## src/rtl/iow_pkg.sv

```systemverilog
package iow_pkg;
  // io port addresses
  localparam logic [15:0] DISARM_PORT_ADDR = 16'h0080;
  localparam logic [15:0] ARM_PORT_ADDR = 16'h0443;
  localparam int CODE_W = 4;
  localparam logic [3:0] CODE_SHORTEST = 4'hf;
  localparam logic [3:0] CODE_NONE = 4'h0;
  // timebase: one tick per step of the interval table
  localparam int CLK_HZ = 40000000;
  localparam int STEP_S = 2;
  localparam int STEP_CYCLES = CLK_HZ * STEP_S;
  localparam int PRE_W = 27;
  localparam int STEP_W = 5;
  // jumper levels
  localparam logic ACTION_RESET = 1'b0;
  localparam logic ACTION_IRQ = 1'b1;
  // reset pulse width in clocks
  localparam logic [7:0] RST_PULSE_CYCLES = 8'h10;

  typedef enum logic [2:0] {
    ST_IDLE = 3'h1,
    ST_RUN = 3'h2,
    ST_FIRED = 3'h4
  } iow_state_e;

  typedef struct packed {
    logic wr;
    logic [15:0] addr;
    logic [7:0] data;
  } iow_io_s;

  typedef struct packed {
    iow_state_e state;
    logic [3:0] code;
    logic [PRE_W-1:0] pre;
    logic [STEP_W-1:0] steps;
    logic [7:0] rst_cnt;
    logic irq;
    logic cpu_rst;
  } iow_regs_s;
endpackage : iow_pkg

```

## src/rtl/iow_watchdog.sv

```systemverilog
`timescale 1ns/100ps
`default_nettype none
module iow_watchdog #(
  parameter int STEP_CYCLES_P = iow_pkg::STEP_CYCLES
) (
  // clock and reset
  input wire logic i_mclk,
  input wire logic i_rstn,
  // isa io write
  input wire iow_pkg::iow_io_s i_io,
  // board jumper, low selects cpu reset
  input wire logic i_timeout_action_select_jumper,
  // timeout actions
  output logic o_cpu_reset,
  output logic o_irq15,
  // state
  output logic o_armed
);

  iow_pkg::iow_regs_s r;
  iow_pkg::iow_regs_s next_r;
  logic arm_wr;
  logic disarm_wr;
  logic step_tick;

  // code c waits (16 - c) two-second steps; code 0 is not a valid level
  function automatic logic [iow_pkg::STEP_W-1:0] steps_for(
    input logic [3:0] code);
    steps_for = iow_pkg::STEP_W'(5'h10 - {1'b0, code});
  endfunction : steps_for

  assign arm_wr = i_io.wr && (i_io.addr == iow_pkg::ARM_PORT_ADDR);
  assign disarm_wr = i_io.wr && (i_io.addr == iow_pkg::DISARM_PORT_ADDR);
  assign step_tick = (r.pre == iow_pkg::PRE_W'(STEP_CYCLES_P - 1));

  always_comb begin
    next_r = r;
    if (r.rst_cnt != 8'h00) begin
      next_r.rst_cnt = r.rst_cnt - 8'h01;
    end
    next_r.cpu_rst = (next_r.rst_cnt != 8'h00);
    case (r.state)
      iow_pkg::ST_IDLE: begin
        next_r.pre = '0;
      end
      iow_pkg::ST_RUN: begin
        next_r.pre = step_tick ? '0 : r.pre + iow_pkg::PRE_W'(1);
        if (step_tick) begin
          next_r.steps = r.steps - iow_pkg::STEP_W'(1);
          if (r.steps == iow_pkg::STEP_W'(1)) begin
            if (i_timeout_action_select_jumper == iow_pkg::ACTION_IRQ) begin
              next_r.state = iow_pkg::ST_FIRED;
              next_r.irq = 1'b1;
            end else begin
              next_r.state = iow_pkg::ST_IDLE;
              next_r.rst_cnt = iow_pkg::RST_PULSE_CYCLES;
              next_r.cpu_rst = 1'b1;
            end
          end
        end
      end
      iow_pkg::ST_FIRED: begin
        next_r.pre = '0;
      end
      default: begin
        next_r.state = iow_pkg::ST_IDLE;
      end
    endcase
    // rearm beats disarm; both restart irq-mode request handling
    if (disarm_wr) begin
      next_r.state = iow_pkg::ST_IDLE;
      next_r.irq = 1'b0;
    end
    if (arm_wr && i_io.data[3:0] != iow_pkg::CODE_NONE) begin
      next_r.state = iow_pkg::ST_RUN;
      next_r.code = i_io.data[3:0];
      next_r.steps = steps_for(i_io.data[3:0]);
      next_r.pre = '0;
      next_r.irq = 1'b0;
    end
  end

  always_ff @(posedge i_mclk or negedge i_rstn) begin
    if (!i_rstn) begin
      r.state <= iow_pkg::ST_IDLE;
      r.code <= iow_pkg::CODE_NONE;
      r.pre <= '0;
      r.steps <= '0;
      r.rst_cnt <= 8'h00;
      r.irq <= 1'b0;
      r.cpu_rst <= 1'b0;
    end else begin
      r <= next_r;
    end
  end

  assign o_cpu_reset = r.cpu_rst;
  assign o_irq15 = r.irq;
  assign o_armed = (r.state == iow_pkg::ST_RUN);

  a_disarm_stops: assert property (@(posedge i_mclk) disable iff (!i_rstn)
    disarm_wr && !arm_wr |=> !o_armed && !o_irq15)
    else $error("disarm write did not stop the watchdog");
  a_arm_starts: assert property (@(posedge i_mclk) disable iff (!i_rstn)
    arm_wr && i_io.data[3:0] != 4'h0 |=> o_armed && r.pre == '0
      && r.steps == 5'(5'h10 - {1'b0, $past(i_io.data[3:0])}))
    else $error("arm write did not load the interval");
  a_shortest_lvl: assert property (@(posedge i_mclk) disable iff (!i_rstn)
    arm_wr && i_io.data[3:0] == 4'hf |=> r.steps == 5'h01)
    else $error("code f is not one step");
  a_irq_holds: assert property (@(posedge i_mclk) disable iff (!i_rstn)
    o_irq15 && !arm_wr && !disarm_wr |=> o_irq15)
    else $error("irq dropped without software action");
  a_reset_pulse: assert property (@(posedge i_mclk) disable iff (!i_rstn)
    $rose(o_cpu_reset) |-> !o_armed && !o_irq15 ##1 o_cpu_reset[*7])
    else $error("cpu reset pulse too short or left armed");
  a_fire_action: assert property (@(posedge i_mclk) disable iff (!i_rstn)
    o_armed && step_tick && r.steps == 5'h01 && !arm_wr && !disarm_wr
      |=> (o_irq15 != o_cpu_reset))
    else $error("expiry produced no single action");
  a_no_idle_fire: assert property (@(posedge i_mclk) disable iff (!i_rstn)
    !o_armed && !o_irq15 |=> !$rose(o_irq15))
    else $error("irq rose while disarmed");
  a_steps_range: assert property (@(posedge i_mclk) disable iff (!i_rstn)
    o_armed |-> r.steps >= 5'h01 && r.steps <= 5'h0f)
    else $error("step count outside fifteen levels");

  // pulse counter must start at the full width on the rising edge
  a_pulse_load: assert property (@(posedge i_mclk)
    disable iff (!i_rstn)
    $rose(o_cpu_reset) |-> r.rst_cnt == iow_pkg::RST_PULSE_CYCLES)
    else $error("cpu reset pulse not loaded with full width");

  // counter steps down by one, so the pulse lasts exactly its width
  a_pulse_count: assert property (@(posedge i_mclk)
    disable iff (!i_rstn)
    r.rst_cnt != 8'h00 && !o_armed |=> r.rst_cnt == $past(r.rst_cnt) - 8'h01)
    else $error("cpu reset pulse counter skipped a step");

  // output follows the counter, no stray pulse outside it
  a_pulse_level: assert property (@(posedge i_mclk)
    disable iff (!i_rstn)
    o_cpu_reset == (r.rst_cnt != 8'h00))
    else $error("cpu reset output disagrees with its counter");

  // a zero code is not a level and must leave the setting alone
  a_zero_code_ignored: assert property (@(posedge i_mclk)
    disable iff (!i_rstn)
    arm_wr && i_io.data[3:0] == 4'h0 |=> r.code == $past(r.code))
    else $error("zero code changed the interval");

  // writes to unrelated ports are not for us
  a_other_addr: assert property (@(posedge i_mclk)
    disable iff (!i_rstn)
    i_io.wr && !arm_wr && !disarm_wr |=> r.code == $past(r.code))
    else $error("write to another port changed the watchdog");

  // arm and disarm in one cycle: arming wins
  a_arm_wins: assert property (@(posedge i_mclk)
    disable iff (!i_rstn)
    arm_wr && i_io.data[3:0] != 4'h0 && disarm_wr |=> o_armed)
    else $error("simultaneous disarm beat a valid arm");

  // irq only appears when the jumper selects it
  a_irq_mode_only: assert property (@(posedge i_mclk)
    disable iff (!i_rstn)
    $rose(o_irq15) |->
      $past(i_timeout_action_select_jumper) == iow_pkg::ACTION_IRQ)
    else $error("irq raised in cpu reset mode");

  // cpu reset only appears when the jumper selects it
  a_rst_mode_only: assert property (@(posedge i_mclk)
    disable iff (!i_rstn)
    $rose(o_cpu_reset) |->
      $past(i_timeout_action_select_jumper) == iow_pkg::ACTION_RESET)
    else $error("cpu reset raised in irq mode");

  // a valid rearm drops a pending request
  a_irq_clr_arm: assert property (@(posedge i_mclk)
    disable iff (!i_rstn)
    o_irq15 && arm_wr && i_io.data[3:0] != 4'h0 |=> !o_irq15)
    else $error("rearm did not clear the pending irq");

  // each tick takes exactly one step off the count
  a_step_count: assert property (@(posedge i_mclk)
    disable iff (!i_rstn)
    o_armed && step_tick && r.steps > 5'h01 && !i_io.wr
      |=> o_armed && r.steps == $past(r.steps) - 5'h01)
    else $error("step count did not advance by one");

  // prescaler sits at zero whenever the count is not running, save the first cycle after a disarm write
  a_pre_idle: assert property (@(posedge i_mclk)
    disable iff (!i_rstn)
    !o_armed |=> r.pre == '0)
    else $error("prescaler ran while disarmed");

  // fired state always carries the request and never counts
  a_fired_state: assert property (@(posedge i_mclk)
    disable iff (!i_rstn)
    r.state == iow_pkg::ST_FIRED |-> !o_armed && o_irq15)
    else $error("fired state without a pending irq");

  // while counting there is no request left over
  a_armed_no_irq: assert property (@(posedge i_mclk)
    disable iff (!i_rstn)
    o_armed |-> !o_irq15)
    else $error("irq pending while the count runs");

  // nothing can start a cpu reset while disarmed
  a_disarm_quiet: assert property (@(posedge i_mclk)
    disable iff (!i_rstn)
    !o_armed |=> !$rose(o_cpu_reset))
    else $error("cpu reset rose while disarmed");

  // a running count always holds a real level
  a_code_kept: assert property (@(posedge i_mclk)
    disable iff (!i_rstn)
    o_armed |-> r.code != iow_pkg::CODE_NONE)
    else $error("running count holds the zero code");
endmodule : iow_watchdog
`default_nettype wire

```

## config.mk

```make
export PLATFORM = sky130hd
export DESIGN_NAME = iow_watchdog
export DESIGN_NICKNAME = d
export VERILOG_FILES = /design/src/rtl/iow_pkg.sv /design/src/rtl/iow_watchdog.sv
export SDC_FILE = /design/constraint.sdc
export NUM_CORES = 1
export LEC_CHECK = 0
export BUFFER_PORTS_ARGS = -buffer_cell sky130_fd_sc_hd__buf_2
export CORE_MARGIN = 3
export CORE_UTILIZATION = 53
export CTS_CLUSTER_SIZE = 24
export DETAILED_ROUTE_END_ITERATION = 6
export PLACE_DENSITY_LB_ADDON = 0.05
export SLEW_MARGIN = 20
export SYNTH_ARGS = -nofsm -noshare
export SYNTH_HDL_FRONTEND = slang
export SYNTH_SLANG_ARGS = --single-unit
```

## constraint.sdc

```tcl
create_clock -name i_mclk -period 2.1 [get_ports i_mclk]
set_input_delay 0.105 -clock i_mclk [delete_from_list [all_inputs] [get_ports i_mclk]]
set_output_delay 0.105 -clock i_mclk [all_outputs]
set_load 0.02 [all_outputs]
```

# Yosys cells after proc, flatten, opt, wreduce, memory -nomap -nowiden
# Index checks and enable logic that the tools add are counted.
# op_classes
addsub	4
n_mul	0
div_mod_pow	0
order_cmp	0
n_eq_ne	10
shift	0
n_mux	17
bitwise_logic	0
reduce_logical	17
# ops
operator	count
case mux 27 bit (2 select lines)	1
2-to-1 mux 39 bit	1
2-to-1 mux 15 bit	2
adder 27 x 1 -> 27 bit, second input constant	1
== test 27 bit, second input constant	1
2-to-1 mux 27 bit	1
== test 16 x 11 -> 1 bit, second input constant	1
== test 16 x 8 -> 1 bit, second input constant	1
2-to-1 mux 8 bit	2
nonzero test 8 bit	2
nonzero test 3 bit	5
2-to-1 mux 3 bit	4
2-to-1 mux 10 bit	1
inequality test 4 x 1 -> 1 bit, second input constant	2
subtractor 8 x 1 -> 8 bit, second input constant	1
case mux 3 bit (2 select lines)	1
== test 5 x 1 -> 1 bit, second input constant	1
subtractor 5 x 1 -> 5 bit, second input constant	1
subtractor 5 x 4 -> 5 bit, first input constant	1
2-to-1 mux 1 bit	4
AND reduction 4 bit	1
nonzero test 2 bit	2
nonzero test 4 bit	1
== test 3 x 1 -> 1 bit, second input constant	1
7 further kinds	9
# word_totals
regBits	49
latchBits	0
ram_bits	0
romBits	0
in_bits	28
out_inout_bits	3
word_cells	55
memories	0

# Depth between registers and ports, before layout
# Gate-level depths: netlist of the first run.
# depth
depth_word	9
depth_mapped	9
mapped_depth_nobuf	7

# Worst setup path before layout of the first run
# Ideal clock, no wire load.
# synth_path
path_kind	flip-flop to flip-flop
startpoint	reg r[48] in the netlist's numbering
endpoint	reg r[14] in the netlist's numbering
setup_ns	0.076
arrival_ns	1.892
required_time_ns	2.024
setup_slack_ns	0.132
stages_incl_launch_ff	7
path_buffers	1
period_less_slack_ns	1.968
cell_sequence	dfrtp_1 > or3b_1 > clkbuf_1 > inv_1 > nand3_1 > or4_1 > o21ai_1
# synth_via
elab_chain_len	3
# synth_rtl
item	line	rtl
start: declaration	iow_watchdog.sv:20	iow_pkg::iow_regs_s r;
start signal: assignment	iow_watchdog.sv:93	r <= next_r;
== test 3 x 2 -> 1 bit	n/a	
net o_armed	iow_watchdog.sv:17	output logic o_armed
nonzero test 2 bit (no source line)	n/a	
AND reduction 2 bit (no source line)	n/a	
# The timed path passes the listed nets, and every way through them passes these cells.
# A chain may end at the register's enable or synchronous reset.

# Worst setup path in the final report of the first run
# layout_path
startpoint	reg r[25] in the netlist's numbering
endpoint	reg r[41] in the netlist's numbering
# layout_via
elab_chain_len	4
elab_cells_between_ends	5
cone_classes	add/sub (1); eq/ne (1); mux (3)
# layout_rtl
item	line	rtl
adder 27 x 1 -> 27 bit or == test 27 bit (tied branches)	iow_watchdog.sv:47, iow_watchdog.sv:34	
2-to-1 mux 27 bit *	iow_watchdog.sv:47	next_r.pre = step_tick ? '0 : r.pre + iow_pkg::PRE_W'(1);
case mux 27 bit (2 select lines) *	iow_watchdog.sv:42	case (r.state)
2-to-1 mux 39 bit *	iow_watchdog.sv:74	if (arm_wr && i_io.data[3:0] != iow_pkg::CODE_NONE) begin
# Every way passes the cells marked *; elsewhere a longest branch is shown, timed or not.

==> results of run 1 <==
[metrics by stage]
step	worst slack [ps]	hold slack (ps)	instances	TNS [ps]	power [W]
6_report	121	42.2	419	0	0.00190
5_1_grt	-4.47	51.0	419	-12.3	0.00203
4_1_cts	9.08	23.3	415	0	0.00193
3_5_place_dp	30.9	70.8	406	0	0.00136
2_1_floorplan	132	-191	298	0	0.00126
3_3_place_gp	87.4	71.8	406	0	0.00135
[area by class of cell]
type	instances	area, um2	area share [%]
well taps	67	83.8	2.57
inverters	16	60.1	1.84
clock inverters	3	25.0	0.768
clock buffers	5	68.8	2.11
flip-flops and latches	45	1130	34.6
multi-input cells	229	1530	46.8
repair buffers	54	368	11.3
[layer usage]
metal | track usage (%) | vias up | wire, um
met5 | 0 | - | 0
li1 | - | 1220 | -
met4 | 6.94 | 0 | 59
met3 | 4.06 | 4 | 198
met1 | 28.8 | 1196 | 2830
met2 | 38.6 | 39 | 3190
[synthesized netlist by cell type, drive strengths merged, types with 2 or more instances]
cell	n	share of area, %
or4b	3	1.1
clkbuf	5	0.70
nand2	20	2.8
nor3b	3	0.83
or3	15	3.5
a21oi	26	4.8
o41ai	2	0.65
nand3	12	2.2
buf	3	0.65
nand3b	3	0.83
o31ai	6	1.7
nor4bb	2	0.74
nand4	9	2.6
nand2b	2	0.46
nor3	10	2.0
ha	6	2.8
or4	7	2.1
xor2	4	1.3
and4	3	0.97
o21bai	2	0.56
mux2i	5	1.9
o21a	2	0.56
xnor2	10	3.2
and2	2	0.46
or3b	3	0.97
nor4b	3	1.2
dfrtp	44	41
and4b	2	0.74
and3	3	0.70
nor4	10	2.5
inv	16	2.2
o21ai	20	3.7
nor2	22	3.1
[state kept, by name (all words and copies together) (netlist names)]
| signal | cells |
|---|---|
| o_cpu_reset | 1 |
| o_irq15 | 1 |
| r | 43 |
[worst paths after layout]
kind                          from  endpoint  slack (ps)  depth (start not counted)
setup / recovery             r[25]     r[41]         120                          5
min in group asynchronous   i_rstn     r[30]         270                          2
hold reg to reg            o_irq15   o_irq15         500                          1
hold / removal             i_io[0]     r[10]          40                          3
max in group asynchronous   i_rstn     r[14]        1130                          3
setup reg to reg             r[25]     r[41]         120                          5
[power breakdown]
group          switching (W)  total, W  leakage, nW  internal [W]
clock network       0.000323  0.000564       0.0447      0.000240
registers          0.0000761   0.00102        0.574      0.000944
logic               0.000171  0.000320        0.707      0.000149
total               0.000571   0.00190         1.33       0.00133
[kinds of logic (layout without fill, tap and decap cells)]
| group | after synthesis | count (layout) |
|---|---|---|
| AOI/OAI and AO/OA | 69 | 69 |
| xor gates and xnor gates | 14 | 14 |
| adders and majority gates | 6 | 6 |
| buffers and inverters | 24 | 78 |
| DFF | 45 | 45 |
| muxes | 5 | 5 |
| and+or+nand+nor | 135 | 135 |
[worst reg2reg max path, delay by kind of cell, from the launching register on]
kind | cells | cell delay, ps
AOI/OAI and AO/OA | 1 | 160
DFF | 1 | 430
and+or+nand+nor | 4 | 1320
[what timing repair did]
action	4_1_cts	5_1_grt
setup buffers	0	4
hold buffers	1	0
resized for setup	0	10
endpoints found under the setup margin	0	16
hold endpoints to repair	17	0
[layout by cell type (no fill, tap or decap), drive strengths merged, types with 5 or more instances in the layout]
cell type / instances
buf: 53
dfrtp: 44
a21oi: 26
nor2: 22
nand2: 20
o21ai: 20
inv: 17
or3: 15
nand3: 12
xnor2: 10
nor4: 10
nor3: 10
nand4: 9
or4: 7
o31ai: 6
ha: 6
mux2i: 5
clkbuf: 5
==> impl_metrics.tcl, run 1 <==
set metrics [dict create \
    finalCritPeriodShare_pct 94.3 \
    synth_ff_type "dfrtp_1" \
    hp-class "input port to flip-flop" \
    initial_core_util_pct 56.0 \
    max_freq_mhz 505 \
    grt_max_degree 28 \
    nets 385 \
    slowest_delay_ps 580 \
    routed_wl_mm 6.28 \
    end_kind "flip-flop" \
    finalCriticalPeriod_ps 1980 \
    drive_gt1_share_pct 21.3 \
    grt-ovfl-total 0 \
    synthDistinctLibCells 53 \
    syn_area_um2 2700 \
    worst_pin_slew_ps 584 \
    cp.buffers_inverters 0 \
    antenna_found_initial 0 \
    synth-compound-area-share_pct 15.3 \
    path_delay_family "simple AND/OR/NAND/NOR gates" \
    viasPerCell 5.87 \
    final_antenna_net_count 0 \
    syn_inst 298 \
    drv_slew 0 \
    finalHoldViolCount 0 \
    synthAdderAreaFrac_pct 2.78 \
    die_area_um2 5980 \
    clk_latency_ps 310 \
    syn_avg_cell_area_um2 9.06 \
    first_pass_iters 4 \
    synth-edff-count 0 \
    synth_nets 332 \
    worstSetupStartpointType "flip-flop" \
    clk_pin_slew_worst_paths_ps 100 \
    ys_async_sr_fraction_pct 100 \
    fill_cells 424 \
    final-setup-viol-count 0 \
    peakVddDrop_mv 0.352 \
    yosysSeqAreaShare_pct 41.8 \
    crit_required_ps 2340 \
    portBuffers 26 \
    synth_top_family_by_area "simple AND/OR/NAND/NOR gates" \
    dieWidth_um 77.4 \
    globalRouteTotalUtil_pct 22.5 \
    hpwl_mm 4.62 \
    clockBufferDepth 2 \
    criticalPathCategory "flip-flop to flip-flop" \
    slew_headroom_pct 60.5 \
    first_iter_violations 115 \
    postLayoutCellArea_um2 3260 \
    worst-path-max-fanout 6 \
    finClkSkew_ps 12.6 \
    die_h_um 77.4 \
    yosys.area_share.simple_pct 30.1 \
    synthMuxAreaShare_pct 1.85 \
    synth_seq_cells 45 \
    insertedDiodeCount 0 \
    htree_levels 2 \
    io_pins 31 \
    numCtsBuffers 5 \
    maxCapViolCount 0 \
    drc 0 \
    synth_xor_area_share_pct 4.54 \
    status "finished clean" \
    cp_data_arrival_time_ps 2220 \
    cts_root_buffer "clkbuf_8" \
    path_cells "nand4_1, or4_4, nor3_4, or4b_1, a21oi_1" \
    p_leak_nw 1.33 \
    cts_tree "yes" \
    rows 25 \
    coreArea_um2 4820 \
    grt_pass1_vias 2507 \
    p_per_area_nw_per_um2 584 \
    cts.sinks 45 \
    final_util_pct 67.7 \
    place_area_um2 3070 \
    yosys_warnings 0 \
    slowest_stage "or4_4" \
    syn_to_final_growth_pct 20.8 \
    grt_pass1_wl_mm 11.0 \
    vias 2459 \
    routedWlPerCell_um 15.0 \
    gp_congestion 0.870 \
]
Power figures use the tool's default switching activity.
==> run 2, diff against run 1 <==
--- a/config.mk
+++ b/config.mk
@@ -6,6 +6,7 @@
 export NUM_CORES = 1
 export LEC_CHECK = 0
 export BUFFER_PORTS_ARGS = -buffer_cell sky130_fd_sc_hd__buf_2
+export CORE_ASPECT_RATIO = 2
 export CORE_MARGIN = 3
 export CORE_UTILIZATION = 53
 export CTS_CLUSTER_SIZE = 24
==> impl_metrics.tcl, run 2 (synthesis gave the netlist of run 1 again) <==
set metrics [dict create \
    status "finished clean" \
    gp_congestion 0.809 \
    first_iter_violations 54 \
    htree_levels 2 \
    cp_data_arrival_time_ps 2250 \
    dieWidth_um 56.5 \
    routed_wl_mm 6.59 \
    crit_required_ps 2340 \
    finalCritPeriodShare_pct 95.9 \
    finalHoldViolCount 0 \
    r2r_end "r[41]" \
    clk_latency_ps 320 \
    clk_pin_slew_worst_paths_ps 90 \
    whs_path_depth 2 \
    worst_pin_slew_ps 575 \
    drive_gt1_share_pct 23.7 \
    cts.sinks 45 \
    finalCriticalPeriod_ps 2010 \
    portBuffers 26 \
    rrSetupSlack_ps 90 \
    die_h_um 107 \
    drv_slew 0 \
    syn_to_final_growth_pct 22.1 \
    routedWlPerCell_um 15.8 \
    min_from "i_timeout_action_select_jumper" \
    largest_reg_flops 43 \
    criticalPathCategory "flip-flop to flip-flop" \
    hpwl_mm 5.08 \
    p_per_area_nw_per_um2 579 \
    vias 2493 \
    setup_slack_ps 86.3 \
    min_to "r[6]" \
    path_cells "nand4_4, or4_4, nor3_4, or4b_1, a21oi_1" \
    grt_max_degree 25 \
    finClkSkew_ps 11.5 \
    rows 36 \
    crit_start "r[20]" \
    initial_core_util_pct 55.0 \
    r2r-start "r[20]" \
    io_pins 31 \
    peakVddDrop_mv 0.486 \
    globalRouteTotalUtil_pct 24.2 \
    clockBufferDepth 2 \
    regMostFlops "r" \
    worstRegToRegCells 5 \
    first_pass_iters 4 \
    slew_headroom_pct 61.7 \
    cts_root_buffer "clkbuf_8" \
    worst-path-max-fanout 5 \
    final_antenna_net_count 0 \
    worstSetupStartpointType "flip-flop" \
    grt-ovfl-total 0 \
    fin_tns_setup_ps 0 \
    p_leak_nw 1.36 \
    numCtsBuffers 5 \
    drc 0 \
    die_area_um2 6040 \
    nets 392 \
    final_common_cell "dfrtp_1" \
    insertedDiodeCount 0 \
    slowest_stage "or4_4" \
    final_util_pct 67.1 \
    hp-class "input port to flip-flop" \
    max_freq_mhz 497 \
    coreArea_um2 4910 \
    end_kind "flip-flop" \
    place_ws_ps 24.7 \
    grt_pass1_vias 2494 \
    maxCapViolCount 0 \
    antenna_found_initial 0 \
    cts_tree "yes" \
    final-setup-viol-count 0 \
    slowest_delay_ps 580 \
    viasPerCell 5.99 \
    mostFrequentLayoutCells "dfrtp_1 (43), buf_4 (32), buf_2 (26)" \
    grt_pass1_wl_mm 11.3 \
]
-- run 2: cell types whose count changed in the layout (fill, tap and decap cells not counted), sizes merged --
| cell | delta |
|---|---|
| buf | +7 |
| clkbuf | +1 |
| clkinv | +1 |
| clkinvlp | -1 |
| inv | -1 |
-- run 2: critical path, delay by kind of cell, from the launching register on --
kind	cells	cell delay, ps
and+or+nand+nor	4	1370
DFF	1	430
AOI/OAI and AO/OA	1	150
-- run 2: layout make-up --
cell class                      instances  area (um2)
Clock buffer                            6        72.6
Clock inverter                          2        10.0
Fill cell                             439        1620
Inverter                               16        60.1
Multi-Input combinational cell        229        1530
Sequential cell                        45        1130
Tap cell                               57        71.3
Timing Repair Buffer                   61         420
-- run 2: repair_timing --
| item | in CTS | in global routing |
|---|---|---|
| hold buffers | 1 | 0 |
| gates resized for setup | 0 | 13 |
| setup buffers | 0 | 1 |
| endpoints found under the hold margin | 23 | 0 |
| endpoints found under the setup margin | 0 | 19 |
-- run 2: metal layers --
metal	track usage [%]	share of wire, %	vias up
met5	0	0	-
met3	4.22	2.5	10
met2	45.7	58	30
li1	-	-	1233
met1	25.2	37	1220
met4	10.2	2.1	0
-- run 2: worst max-delay path by stage --
stage	to	depth (start not counted)
after floorplan	r[14]	6
after global placement	r[20]	9
after detailed placement	r[36]	9
after CTS	r[34]	5
after global routing	r[41]	5
final	r[41]	5
-- run 2: report_power, final --
part / switching [W] / internal, W / leakage (nW) / total (W)
Clock: 0.000313 / 0.000231 / 0.0450 / 0.000544
Sequential: 0.0000789 / 0.000944 / 0.574 / 0.00102
Combinational: 0.000191 / 0.000152 / 0.736 / 0.000343
Total: 0.000582 / 0.00133 / 1.36 / 0.00191
-- run 2: stage by stage --
| stage | instance area, um2 | hold WS (ps) | instances | power (W) |
|---|---|---|---|---|
| global route | 3290 | 31.4 | 416 | 0.00202 |
| finish | 3290 | 36.3 | 416 | 0.00191 |
| detailed placement | 3140 | 139 | 406 | 0.00138 |
| global placement | 3140 | 135 | 406 | 0.00136 |
| floorplan | 2700 | -191 | 298 | 0.00126 |
| CTS | 3230 | 11.2 | 415 | 0.00192 |
